==> src/rtl/ppm_params.svh <==
// constants for the programmable parallel port block
`ifndef PPM_PARAMS_SVH
`define PPM_PARAMS_SVH

// register bus addresses
`define PPM_ADDR_PORT_A 2'h0
`define PPM_ADDR_PORT_B 2'h1
`define PPM_ADDR_PORT_C 2'h2
`define PPM_ADDR_CTRL 2'h3

// control word fields
`define PPM_CW_MODE_FLAG 7
`define PPM_CW_GA_MODE_HI 6
`define PPM_CW_GA_MODE_LO 5
`define PPM_CW_A_DIR 4
`define PPM_CW_CU_DIR 3
`define PPM_CW_GB_MODE 2
`define PPM_CW_B_DIR 1
`define PPM_CW_CL_DIR 0
`define PPM_CW_BIT_HI 3
`define PPM_CW_BIT_LO 1
`define PPM_CW_BIT_VAL 0

// reset value of the control word: all inputs, mode 0
`define PPM_CW_RESET 8'h9b

// port c line positions used for handshaking
`define PPM_PC_IRQ_B 0
`define PPM_PC_FULL_B 1
`define PPM_PC_HS_B 2
`define PPM_PC_IRQ_A 3
`define PPM_PC_STB_A 4
`define PPM_PC_IBF_A 5
`define PPM_PC_ACK_A 6
`define PPM_PC_OBF_A 7

// group a mode encodings
`define PPM_MODE_0 2'h0
`define PPM_MODE_1 2'h1

`endif

==> src/rtl/ppm_pkg.sv <==
// types shared by the programmable parallel port block
package ppm_pkg;
	// register bus request
	typedef struct packed {
		logic [1:0] addr;
		logic [7:0] wdata;
		logic wr;
		logic rd;
	} ppm_bus_type;

	// one eight-bit port pin group
	typedef struct packed {
		logic [7:0] out;
		logic [7:0] oe;
	} ppm_pins_type;

	// handshake engine states, gray from idle through busy to done
	typedef enum logic [1:0] {
		PPM_HS_IDLE = 2'b00,
		PPM_HS_BUSY = 2'b01,
		PPM_HS_DONE = 2'b11
	} ppm_hs_type;
endpackage

==> src/rtl/ppm_sync.sv <==
// two-flop synchroniser with edge pulses
`timescale 1ns/100ps
module ppm_sync import ppm_pkg::*; #(
	parameter int WIDTH = 8,
	parameter logic [WIDTH-1:0] INIT = '0
) (
	input wire logic clk,
	input wire logic nrst,
	input wire logic ce,
	input wire logic [WIDTH-1:0] din,
	output logic [WIDTH-1:0] dout,
	output logic [WIDTH-1:0] fall,
	output logic [WIDTH-1:0] rise
);
	// ----------------------------------------
	// synchroniser stages
	// ----------------------------------------
	logic [WIDTH-1:0] meta_ff; // first stage, read only by second
	logic [WIDTH-1:0] stab_ff; // stable copy
	logic [WIDTH-1:0] prev_ff; // delayed copy for edges

	// per-bit stages
	genvar i;
	generate
		for (i = 0; i < WIDTH; i++) begin : g_bit
			always_ff @(posedge clk or negedge nrst) begin
				if (!nrst) begin
					meta_ff[i] <= INIT[i];
					stab_ff[i] <= INIT[i];
					prev_ff[i] <= INIT[i];
				end else if (ce) begin
					meta_ff[i] <= din[i];
					stab_ff[i] <= meta_ff[i];
					prev_ff[i] <= stab_ff[i];
				end
			end
			assign fall[i] = prev_ff[i] & ~stab_ff[i];
			assign rise[i] = ~prev_ff[i] & stab_ff[i];
		end
	endgenerate

	assign dout = stab_ff;
endmodule

==> src/rtl/ppm_port.sv <==
// three-port programmable parallel interface with strobed modes
//
// Operation
// - mode 0 direction bits per port group
// - mode 1: latched port plus three handshake lines
// - strobe low captures port input latch
// - input full set by strobe, cleared read end
// - input irq: strobe high, full, enabled
// - input irq enables: pc4 group a, pc2 b
// - output full on write end, cleared by ack
// - output irq: ack high, empty, enabled
// - output irq enables: pc6 group a, pc2 b
// - ports a, b independently input or output
// - mode 2 only group a, bidirectional
// - mode 2 drives port a only during ack
// - mode 2 irq ors both directions
// - mode 2 enables: pc6 out, pc4 in
// - writes precede ack, strobes precede read
// - unused input lines readable, upper by bitset only
// - unused lower outputs written directly or bitset
// - port c read returns status in modes 1 and 2
// - mode write clears outputs, flags, enables
// - reset: control word 9b (mode 0), all ports input
// - any port c bit set or cleared singly
//
// Decided for this implementation: the placing of the registers and the plain strobed port.
`timescale 1ns/100ps
`include "ppm_params.svh"
module ppm_port import ppm_pkg::*; (
	input wire logic clk,
	input wire logic nrst,
	input wire logic ce,
	input wire logic [1:0] addr,
	input wire logic [7:0] wdata,
	input wire logic wr,
	input wire logic rd,
	output logic [7:0] rdata,
	input wire logic [7:0] first_port_lines_in,
	output logic [7:0] first_port_lines_out,
	output logic [7:0] first_port_lines_oe,
	input wire logic [7:0] second_port_lines_in,
	output logic [7:0] second_port_lines_out,
	output logic [7:0] second_port_lines_oe,
	input wire logic [7:0] third_port_lines_in,
	output logic [7:0] third_port_lines_out,
	output logic [7:0] third_port_lines_oe
);
	// ----------------------------------------
	// declarations
	// ----------------------------------------
	ppm_bus_type bus; // bundled request
	logic [7:0] cw_ff; // control word
	logic [7:0] pa_out_ff; // port a output latch
	logic [7:0] pb_out_ff; // port b output latch
	logic [7:0] pa_in_ff; // port a input latch
	logic [7:0] pb_in_ff; // port b input latch
	logic [7:0] pc_out_ff; // port c output latch
	logic [7:0] rdata_ff; // read data register
	logic ibf_a_ff; // group a input full
	logic ibf_b_ff; // group b input full
	logic obf_a_n_ff; // group a output full, low active
	logic obf_b_n_ff; // group b output full, low active
	logic irq_a_ff; // group a request
	logic irq_b_ff; // group b request
	ppm_hs_type hs_a_ff; // group a output transfer state
	logic [7:0] pa_s, pb_s, pc_s; // synchronised pins
	logic [7:0] pc_fall, pc_rise; // port c edges
	logic [7:0] pa_fall_unused, pa_rise_unused;
	logic [7:0] pb_fall_unused, pb_rise_unused;
	logic mode_wr, bsr_wr; // control write kinds
	logic [2:0] bsr_sel; // bit selected by bit set/reset
	logic wr_a, wr_b, wr_c; // port write strobes
	logic rd_a, rd_b; // port read strobes
	logic rd_a_q, rd_b_q, wr_a_q, wr_b_q; // delayed strobes, end edges
	logic [1:0] ga_mode; // group a mode
	logic gb_mode; // group b mode
	logic a_in, b_in, cu_in, cl_in; // direction bits
	logic a_hs, b_hs, a_m2; // handshake modes
	logic stb_a_n, stb_b_n, ack_a_n, ack_b_n; // handshake inputs
	logic irq_en_a_in, irq_en_a_out, irq_en_b; // enables in pc latch
	logic a_ibf_used, a_obf_used; // group a direction features
	logic [7:0] pc_hs_mask; // lines owned by handshaking
	logic [7:0] pc_hs_val; // handshake line values
	logic nxt_irq_a, nxt_irq_b;

	assign bus = '{addr: addr, wdata: wdata, wr: wr, rd: rd};

	// ----------------------------------------
	// pin synchronisers
	// ----------------------------------------
	ppm_sync #(.WIDTH(8), .INIT(8'hff)) u_sync_c (.clk(clk), .nrst(nrst), .ce(ce),
		.din(third_port_lines_in), .dout(pc_s), .fall(pc_fall), .rise(pc_rise));
	ppm_sync #(.WIDTH(8), .INIT(8'h00)) u_sync_a (.clk(clk), .nrst(nrst), .ce(ce),
		.din(first_port_lines_in), .dout(pa_s), .fall(pa_fall_unused),
		.rise(pa_rise_unused));
	ppm_sync #(.WIDTH(8), .INIT(8'h00)) u_sync_b (.clk(clk), .nrst(nrst), .ce(ce),
		.din(second_port_lines_in), .dout(pb_s), .fall(pb_fall_unused),
		.rise(pb_rise_unused));

	// ----------------------------------------
	// decode
	// ----------------------------------------
	assign mode_wr = bus.wr && bus.addr == `PPM_ADDR_CTRL && bus.wdata[`PPM_CW_MODE_FLAG];
	assign bsr_wr = bus.wr && bus.addr == `PPM_ADDR_CTRL && !bus.wdata[`PPM_CW_MODE_FLAG];
	assign bsr_sel = bus.wdata[`PPM_CW_BIT_HI:`PPM_CW_BIT_LO];
	assign wr_a = bus.wr && bus.addr == `PPM_ADDR_PORT_A;
	assign wr_b = bus.wr && bus.addr == `PPM_ADDR_PORT_B;
	assign wr_c = bus.wr && bus.addr == `PPM_ADDR_PORT_C;
	assign rd_a = bus.rd && bus.addr == `PPM_ADDR_PORT_A;
	assign rd_b = bus.rd && bus.addr == `PPM_ADDR_PORT_B;

	// control word fields
	assign ga_mode = cw_ff[`PPM_CW_GA_MODE_HI:`PPM_CW_GA_MODE_LO];
	assign gb_mode = cw_ff[`PPM_CW_GB_MODE];
	assign a_in = cw_ff[`PPM_CW_A_DIR];
	assign cu_in = cw_ff[`PPM_CW_CU_DIR];
	assign b_in = cw_ff[`PPM_CW_B_DIR];
	assign cl_in = cw_ff[`PPM_CW_CL_DIR];
	assign a_m2 = ga_mode[1];
	assign a_hs = ga_mode == `PPM_MODE_1 || a_m2;
	assign b_hs = gb_mode;

	// handshake inputs from port c
	assign stb_a_n = pc_s[`PPM_PC_STB_A];
	assign ack_a_n = pc_s[`PPM_PC_ACK_A];
	assign stb_b_n = pc_s[`PPM_PC_HS_B];
	assign ack_b_n = pc_s[`PPM_PC_HS_B];
	assign a_ibf_used = a_m2 || a_in;
	assign a_obf_used = a_m2 || !a_in;

	// enables live in the port c latch, written by bit set/reset
	assign irq_en_a_in = pc_out_ff[`PPM_PC_STB_A];
	assign irq_en_a_out = pc_out_ff[`PPM_PC_ACK_A];
	assign irq_en_b = pc_out_ff[`PPM_PC_HS_B];

	// ----------------------------------------
	// control word
	// ----------------------------------------
	always_ff @(posedge clk or negedge nrst) begin
		if (!nrst) begin
			cw_ff <= `PPM_CW_RESET;
		end else if (ce && mode_wr) begin
			cw_ff <= bus.wdata;
		end
	end

	// ----------------------------------------
	// port a and b output latches
	// ----------------------------------------
	always_ff @(posedge clk or negedge nrst) begin
		if (!nrst) begin
			pa_out_ff <= 8'h00;
			pb_out_ff <= 8'h00;
		end else if (ce) begin
			if (mode_wr) begin
				pa_out_ff <= 8'h00;
				pb_out_ff <= 8'h00;
			end else begin
				if (wr_a) begin
					pa_out_ff <= bus.wdata;
				end
				if (wr_b) begin
					pb_out_ff <= bus.wdata;
				end
			end
		end
	end

	// ----------------------------------------
	// input latches, loaded while strobe low
	// ----------------------------------------
	always_ff @(posedge clk or negedge nrst) begin
		if (!nrst) begin
			pa_in_ff <= 8'h00;
			pb_in_ff <= 8'h00;
		end else if (ce) begin
			if (a_hs && a_ibf_used && !stb_a_n) begin
				pa_in_ff <= pa_s;
			end
			if (b_hs && b_in && !stb_b_n) begin
				pb_in_ff <= pb_s;
			end
		end
	end

	// ----------------------------------------
	// port c output latch and interrupt enables
	// ----------------------------------------
	always_ff @(posedge clk or negedge nrst) begin
		if (!nrst) begin
			pc_out_ff <= 8'h00;
		end else if (ce) begin
			if (mode_wr) begin
				pc_out_ff <= 8'h00;
			end else if (bsr_wr) begin
				pc_out_ff[bsr_sel] <= bus.wdata[`PPM_CW_BIT_VAL];
			end else if (wr_c) begin
				pc_out_ff[3:0] <= bus.wdata[3:0];
				if (!a_hs) begin
					pc_out_ff[7:4] <= bus.wdata[7:4];
				end
			end
		end
	end

	// ----------------------------------------
	// delayed bus strobes; a one-cycle strobe ends one cycle later
	// ----------------------------------------
	always_ff @(posedge clk or negedge nrst) begin
		if (!nrst) begin
			rd_a_q <= 1'b0;
			rd_b_q <= 1'b0;
			wr_a_q <= 1'b0;
			wr_b_q <= 1'b0;
		end else if (ce) begin
			rd_a_q <= rd_a;
			rd_b_q <= rd_b;
			wr_a_q <= wr_a;
			wr_b_q <= wr_b;
		end
	end

	// ----------------------------------------
	// input full flags: set wins over the read-end clear; a mode write clears first
	// ----------------------------------------
	always_ff @(posedge clk or negedge nrst) begin
		if (!nrst) begin
			ibf_a_ff <= 1'b0;
			ibf_b_ff <= 1'b0;
		end else if (ce) begin
			if (mode_wr) begin
				ibf_a_ff <= 1'b0;
			end else if (a_hs && a_ibf_used && !stb_a_n) begin
				ibf_a_ff <= 1'b1;
			end else if (rd_a_q) begin
				ibf_a_ff <= 1'b0;
			end
			if (mode_wr) begin
				ibf_b_ff <= 1'b0;
			end else if (b_hs && b_in && !stb_b_n) begin
				ibf_b_ff <= 1'b1;
			end else if (rd_b_q) begin
				ibf_b_ff <= 1'b0;
			end
		end
	end

	// ----------------------------------------
	// output full flags, low active; ack low clears
	// ----------------------------------------
	always_ff @(posedge clk or negedge nrst) begin
		if (!nrst) begin
			obf_a_n_ff <= 1'b1;
			obf_b_n_ff <= 1'b1;
		end else if (ce) begin
			if (mode_wr) begin
				obf_a_n_ff <= 1'b1;
			end else if (a_hs && a_obf_used && wr_a_q) begin
				obf_a_n_ff <= 1'b0;
			end else if (a_hs && a_obf_used && !ack_a_n) begin
				obf_a_n_ff <= 1'b1;
			end
			if (mode_wr) begin
				obf_b_n_ff <= 1'b1;
			end else if (b_hs && !b_in && wr_b_q) begin
				obf_b_n_ff <= 1'b0;
			end else if (b_hs && !b_in && !ack_b_n) begin
				obf_b_n_ff <= 1'b1;
			end
		end
	end

	// ----------------------------------------
	// group a output transfer tracker, read by no other logic
	// ----------------------------------------
	always_ff @(posedge clk or negedge nrst) begin
		if (!nrst) begin
			hs_a_ff <= PPM_HS_IDLE;
		end else if (ce) begin
			case (hs_a_ff)
				PPM_HS_IDLE: begin
					if (!ack_a_n) begin
						hs_a_ff <= PPM_HS_BUSY; // ack window open
					end
				end
				PPM_HS_BUSY: begin
					if (pc_rise[`PPM_PC_ACK_A]) begin
						hs_a_ff <= PPM_HS_DONE; // ack ended
					end
				end
				PPM_HS_DONE: begin
					hs_a_ff <= PPM_HS_IDLE;
				end
				default: begin
					hs_a_ff <= PPM_HS_IDLE;
				end
			endcase
		end
	end

	// ----------------------------------------
	// interrupt requests
	// ----------------------------------------
	always_comb begin
		// input and output sides of each group
		nxt_irq_a = 1'b0;
		nxt_irq_b = 1'b0;
		// the read and write end edges also hold the request down, so it
		// cannot rise again before the flag itself has changed
		if (a_hs && a_ibf_used && ibf_a_ff && irq_en_a_in && stb_a_n && !rd_a && !rd_a_q) begin
			nxt_irq_a = 1'b1;
		end
		if (a_hs && a_obf_used && obf_a_n_ff && irq_en_a_out && ack_a_n && !wr_a && !wr_a_q
			&& (a_m2 || !a_in)) begin
			nxt_irq_a = 1'b1;
		end
		if (b_hs && b_in && ibf_b_ff && irq_en_b && stb_b_n && !rd_b && !rd_b_q) begin
			nxt_irq_b = 1'b1;
		end
		if (b_hs && !b_in && obf_b_n_ff && irq_en_b && ack_b_n && !wr_b && !wr_b_q) begin
			nxt_irq_b = 1'b1;
		end
	end

	// request flops; the rising read or write strobe drops them
	always_ff @(posedge clk or negedge nrst) begin
		if (!nrst) begin
			irq_a_ff <= 1'b0;
			irq_b_ff <= 1'b0;
		end else if (ce) begin
			irq_a_ff <= nxt_irq_a && !mode_wr;
			irq_b_ff <= nxt_irq_b && !mode_wr;
		end
	end

	// ----------------------------------------
	// port c line values owned by handshaking
	// ----------------------------------------
	always_comb begin
		// defaults: no handshake lines
		pc_hs_mask = 8'h00;
		pc_hs_val = 8'h00;
		if (b_hs) begin
			pc_hs_mask[`PPM_PC_IRQ_B] = 1'b1;
			pc_hs_val[`PPM_PC_IRQ_B] = irq_b_ff;
			pc_hs_mask[`PPM_PC_FULL_B] = 1'b1;
			pc_hs_val[`PPM_PC_FULL_B] = b_in ? ibf_b_ff : obf_b_n_ff;
			pc_hs_val[`PPM_PC_HS_B] = pc_s[`PPM_PC_HS_B];
			pc_hs_mask[`PPM_PC_HS_B] = 1'b1;
		end
		if (a_hs) begin
			pc_hs_mask[`PPM_PC_IRQ_A] = 1'b1;
			pc_hs_val[`PPM_PC_IRQ_A] = irq_a_ff;
			if (a_ibf_used) begin
				pc_hs_mask[`PPM_PC_STB_A] = 1'b1;
				pc_hs_val[`PPM_PC_STB_A] = pc_s[`PPM_PC_STB_A];
				pc_hs_mask[`PPM_PC_IBF_A] = 1'b1;
				pc_hs_val[`PPM_PC_IBF_A] = ibf_a_ff;
			end
			if (a_obf_used) begin
				pc_hs_mask[`PPM_PC_ACK_A] = 1'b1;
				pc_hs_val[`PPM_PC_ACK_A] = pc_s[`PPM_PC_ACK_A];
				pc_hs_mask[`PPM_PC_OBF_A] = 1'b1;
				pc_hs_val[`PPM_PC_OBF_A] = obf_a_n_ff;
			end
		end
	end

	// ----------------------------------------
	// pin drivers
	// ----------------------------------------
	assign first_port_lines_out = pa_out_ff;
	// mode 2 drives only during ack; mode 0/1 by direction bit
	assign first_port_lines_oe = a_m2 ? {8{!ack_a_n}} : {8{!a_in}};
	assign second_port_lines_out = pb_out_ff;
	assign second_port_lines_oe = {8{!b_in}};
	assign third_port_lines_out = (pc_out_ff & ~pc_hs_mask) | (pc_hs_val & pc_hs_mask);
	// handshake outputs: irq and full flags; inputs strobe/ack never driven
	assign third_port_lines_oe = ({{4{!cu_in}}, {4{!cl_in}}} & ~pc_hs_mask)
		| (pc_hs_mask & 8'b1010_1011 & ~{1'b0, {3{1'b0}}, 4'h0}
		& {a_obf_used, 1'b0, a_ibf_used, 1'b0, 1'b1, 1'b0, 1'b1, 1'b1});

	// ----------------------------------------
	// read data, one cycle after the strobe
	// ----------------------------------------
	always_ff @(posedge clk or negedge nrst) begin
		if (!nrst) begin
			rdata_ff <= 8'h00;
		end else if (ce) begin
			if (bus.rd) begin
				case (bus.addr)
					`PPM_ADDR_PORT_A: begin
						rdata_ff <= (a_hs && a_ibf_used) ? pa_in_ff : (a_in ? pa_s : pa_out_ff);
					end
					`PPM_ADDR_PORT_B: begin
						rdata_ff <= (b_hs && b_in) ? pb_in_ff : (b_in ? pb_s : pb_out_ff);
					end
					`PPM_ADDR_PORT_C: begin
						// status lines, then input pins, then latch
						rdata_ff <= (pc_hs_val & pc_hs_mask) | (~pc_hs_mask
							& (({{4{cu_in}}, {4{cl_in}}} & pc_s)
							| ({{4{!cu_in}}, {4{!cl_in}}} & pc_out_ff)));
					end
					default: begin
						rdata_ff <= 8'h00; // control word is write only
					end
				endcase
			end else begin
				rdata_ff <= 8'h00;
			end
		end
	end

	assign rdata = rdata_ff;
endmodule

==> config.mk <==
export PLATFORM = sky130hd
export DESIGN_NAME = ppm_port
export DESIGN_NICKNAME = d
export VERILOG_FILES = /design/src/rtl/ppm_pkg.sv /design/src/rtl/ppm_sync.sv /design/src/rtl/ppm_port.sv
export VERILOG_INCLUDE_DIRS = /design/src /design/src/rtl
export SDC_FILE = /design/constraint.sdc
export NUM_CORES = 1
export LEC_CHECK = 0
export ABC_AREA = 1
export BUFFER_PORTS_ARGS = -buffer_cell sky130_fd_sc_hd__buf_2
export CAP_MARGIN = 0
export CELL_PAD_IN_SITES_DETAIL_PLACEMENT = 1
export CELL_PAD_IN_SITES_GLOBAL_PLACEMENT = 1
export CORE_MARGIN = 3
export CORE_UTILIZATION = 41
export DETAILED_ROUTE_END_ITERATION = 16
export GPL_ROUTABILITY_DRIVEN = 0
export GPL_TIMING_DRIVEN = 0
export PLACE_DENSITY_LB_ADDON = 0.1
export SYNTH_ARGS = -nofsm -noshare
export SYNTH_HDL_FRONTEND = slang
export SYNTH_SLANG_ARGS = --single-unit
export TNS_END_PERCENT = 50
==> constraint.sdc <==
create_clock -name clk -period 2.16 [get_ports clk]
set_input_delay 0.54 -clock clk [delete_from_list [all_inputs] [get_ports clk]]
set_output_delay 0.54 -clock clk [all_outputs]
set_load 0.01 [all_outputs]
==> flow_summary.yaml <==
power:
  leakagePower_nw: 3.85
  sw_frac_of_total: 0.310
  power_share_of_the_combinational_group: 0.271
  power.internal_w: 0.00604
  seq_power_share: 0.328
  cellPowerDensity_nw_per_um2: 1190
  irDropWorstVdd_mv: 0.550
  power_switching_w: 0.00271
  p_clk_frac: 0.401
synthesis:
  synth.yosys.warnings: 0
  synth_seq_cells: 113
  library_cell_with_the_largest_summed_area_after_synthesis: "dfrtp_1"
  post_synthesis_cell_count: 751
  yosys.area.top_type_share: 0.407
  synth_fp_nets: 790
  most_area_consuming_cells_after_synthesis: "dfrtp_1, nand2_1, dfstp_2"
  synth.distinct_cells: 28
  netlist_area_um2: 5600
  syn_area_per_cell_um2: 7.46
  register_area_share_after_synthesis: 0.510
layout:
  instances_no_fill: 1069
  post_route_cells_drive_above_1_share: 0.242
  postLayoutCoreUtil: 0.554
  antennaDiodeCount: 0
  synthToLayoutAreaGrowth_pct: 31.5
  fin_nets: 919
  fill_cells: 1669
die:
  fp.dieArea_um2: 15100
  std_cell_rows: 42
  start_util: 0.421
  i_o_pins: 95
  placeable_core_region_um2: 13300
  die_height_um: 123
  fp.dieW_um: 123
drt:
  drtAntennaViolNets: 0
  drcViolationCount: 0
  number_of_search_and_repair_iterations_in_the_first_detailed_routing_pass: 5
  wirelength_mm: 19.6
  drtIter0Drc: 342
  drt-wirelength-per-cell_um: 18.3
  via_per_inst: 5.13
  route.vias.total: 5486
grt:
  grt_pass1_vias: 5695
  grt.total_usage: 0.265
  antenna_found_initial: 0
  grt_pass1_wl_mm: 30.1
  largest_net_degree_at_the_start_of_global_routing: 76
  overflow: 0
outcome:
  violations: "setup timing"
  run_status: "finished with violations"
clock_network:
  clock_sink_count: 113
  worst_skew_pair.late_latency_ns: 0.42
  clk_transition_reported_paths_ns: 0.05
  cts_buffers: 17
  hold_fix_buffers_at_cts: 0
  max-clock-path-buffers: 2
  cts_h_tree_lvls: 4
  tritoncts: "yes"
  clk_root_buffer_cell: "clkbuf_16"
sta:
  setup_slack_ns: -0.0329
  post-route-period-util: 1.02
  worst-slew-pin-transition_ns: 0.819
  final_period_minus_worst_setup_slack_ns: 2.19
  slew_violations: 0
  setup-violations-final: 9
  rsz_0062_raised_after_global_routing: "yes"
  worst_slew_margin_rel: 0.449
  max_freq_ghz: 0.456
  worst_hold_slack_ns: 0.0278
  worst_clock_skew_ns: 0.00562
  accumulated_negative_setup_slack_ns: -0.205
  hold_viol_final: 0
critical_path:
  timing.critical_path.required_ns: 1.62
  worstPathMaxFanout: 8
  crit_path_start_kind: "register"
  timing.critical_path.slowest_cell_delay_ns: 0.59
  sequence_of_cells_on_the_critical_path: "clkinv_4 > nand2_4 > buf_8 > o21ai_4 > buf_6 > buf_6"
  crit_end_element: "output port"
  critical_path_s_slowest_cell: "dfstp_2"
  arrival_ns: 1.65
  worst_path_most_repeated_cell: "buf_6"
  crit_path_category: "register to output port"
min_path:
  worst_hold_path_type: "input port to asynchronous set/reset pin"
run:
  drv_cap: 0
place:
  place.port_buffers: 91
  place_inst: 1019
  hpwl_mm: 13.6
  post-place-ws_ns: -0.385
metal layers:
| metal | up-vias | track usage | routed length, um |
|---|---|---|---|
| met5 | - | 0 | 0 |
| met4 | 0 | 0.111 | 728 |
| met3 | 52 | 0.0470 | 962 |
| met2 | 170 | 0.433 | 9360 |
| met1 | 2672 | 0.348 | 8500 |
| li1 | 2592 | - | - |
metrics by stage:
stage / cell area (um^2) / power, W
2_1_floorplan: 5600 / 0.00399
3_3_place_gp: 6280 / 0.00472
3_5_place_dp: 6310 / 0.00481
4_1_cts: 7180 / 0.00849
5_1_grt: 7360 / 0.00918
6_report: 7360 / 0.00874
cell usage after synthesis:
| cell | number |
|---|---|
| o21ai_0 | 84 |
| inv_1 | 59 |
| buf_4 | 16 |
| dfrtp_1 | 91 |
| nand2_2 | 2 |
| nand2_1 | 348 |
| nor2_8 | 1 |
| clkbuf_1 | 20 |
| clkinv_1 | 1 |
| buf_2 | 7 |
| and3_1 | 1 |
| nor2_2 | 1 |
| o21ai_2 | 3 |
| nor2_1 | 18 |
| nand3b_1 | 1 |
| dfstp_2 | 22 |
| o211ai_1 | 1 |
| nor2_4 | 2 |
| nand2_4 | 2 |
| a21oi_1 | 10 |
| nand3_1 | 42 |
| o21a_1 | 2 |
| nor3_1 | 6 |
| buf_6 | 1 |
| nand4_1 | 3 |
| buf_1 | 2 |
| o21bai_1 | 1 |
| inv_2 | 4 |
power by group through the flow:
stage	Clock, W	Combinational (W)	Sequential [W]
6_report	0.00351	0.00237	0.00287
5_1_grt	0.00365	0.00262	0.00291
4_1_cts	0.00352	0.00211	0.00285
3_5_place_dp	0	0.00195	0.00285
3_3_place_gp	0	0.00187	0.00284
2_1_floorplan	0	0.00118	0.00281
worst max-delay path: cells and delay by family, from the launching register on:
family | cells | cell delay, ns
buffers and inverters | 4 | 0.45
and+or+nand+nor | 1 | 0.08
AOI/OAI and AO/OA | 1 | 0.11
DFF | 1 | 0.59
cell families after synthesis:
group | synth area share
AO/OA/AOI/OAI | 0.0940
buffers and inverters | 0.0873
flip-flops | 0.510
AND/OR/NAND/NOR | 0.309
layout make-up:
type / count / area, um^2 / area share
sequential: 113 / 2860 / 0.388
multi-input combinational: 528 / 2330 / 0.317
timing repair buffer: 112 / 691 / 0.0938
clock buffer: 21 / 440 / 0.0598
buffer: 44 / 295 / 0.0401
clock inverter: 11 / 283 / 0.0384
inverter: 64 / 248 / 0.0336
tap: 176 / 220 / 0.0299
path summary, 6_finish.rpt:
| path | start | endpoint | slack, ns | cells past startpoint |
|---|---|---|---|---|
| worst max register to register | cw_ff[2] | pb_in_ff[5] | 0.22 | 5 |
| worst min register to register | u_sync_c.meta_ff[2] | u_sync_c.meta_ff[2] | 0.46 | 2 |
| min in group clk | third_port_lines_in[6] | u_sync_c.meta_ff[6] | 0.32 | 3 |
| worst min-delay path | nrst | rdata[1] | 0.03 | 1 |
| max in group asynchronous | nrst | u_sync_c.dout[6] | 1.38 | 2 |
| worst max-delay path | cw_ff[4] | first_port_lines_oe[4] | -0.03 | 6 |
registers in the layout (all words and copies together) (netlist names), 7 cells and up:
name                   count
pa_in_ff                   8
cw_ff                      7
u_sync_b.meta_ff           8
u_sync_a.dout              8
u_sync_a.meta_ff           8
first_port_lines_out       8
u_sync_b.dout              8
pc_out_ff                  8
u_sync_c.meta_ff           8
pb_in_ff                   8
rdata                      8
second_port_lines_out      8
u_sync_c.dout              8
what timing repair did:
item / 4_1_cts / 5_1_grt
endpoints found under the setup margin: 27 / 24
endpoints found under the hold margin: 0 / 0
pin swaps: 2 / 3
setup buffers: 8 / 13
resized for setup: 27 / 30
cells in the final DEF (no fill, tap or decap), types with 2 or more instances in the layout:
cell / synthesis / routed
buf_6: 1 / 18
nor2_1: 18 / 18
buf_8: 0 / 2
nand3_1: 42 / 41
clkbuf_16: 0 / 17
buf_1: 2 / 2
nor2_4: 2 / 2
clkbuf_1: 20 / 20
dfrtp_1: 91 / 90
dfstp_2: 22 / 22
buf_4: 16 / 29
o21a_1: 2 / 2
inv_2: 4 / 5
buf_2: 7 / 88
bufinv_16: 0 / 9
o21ai_0: 84 / 82
a21oi_1: 10 / 8
o21ai_2: 3 / 4
nand2_1: 348 / 344
nand4_1: 3 / 3
nand2_2: 2 / 2
nand2_4: 2 / 5
inv_1: 59 / 56
nor3_1: 6 / 6
(Power assumes the default switching activity.)
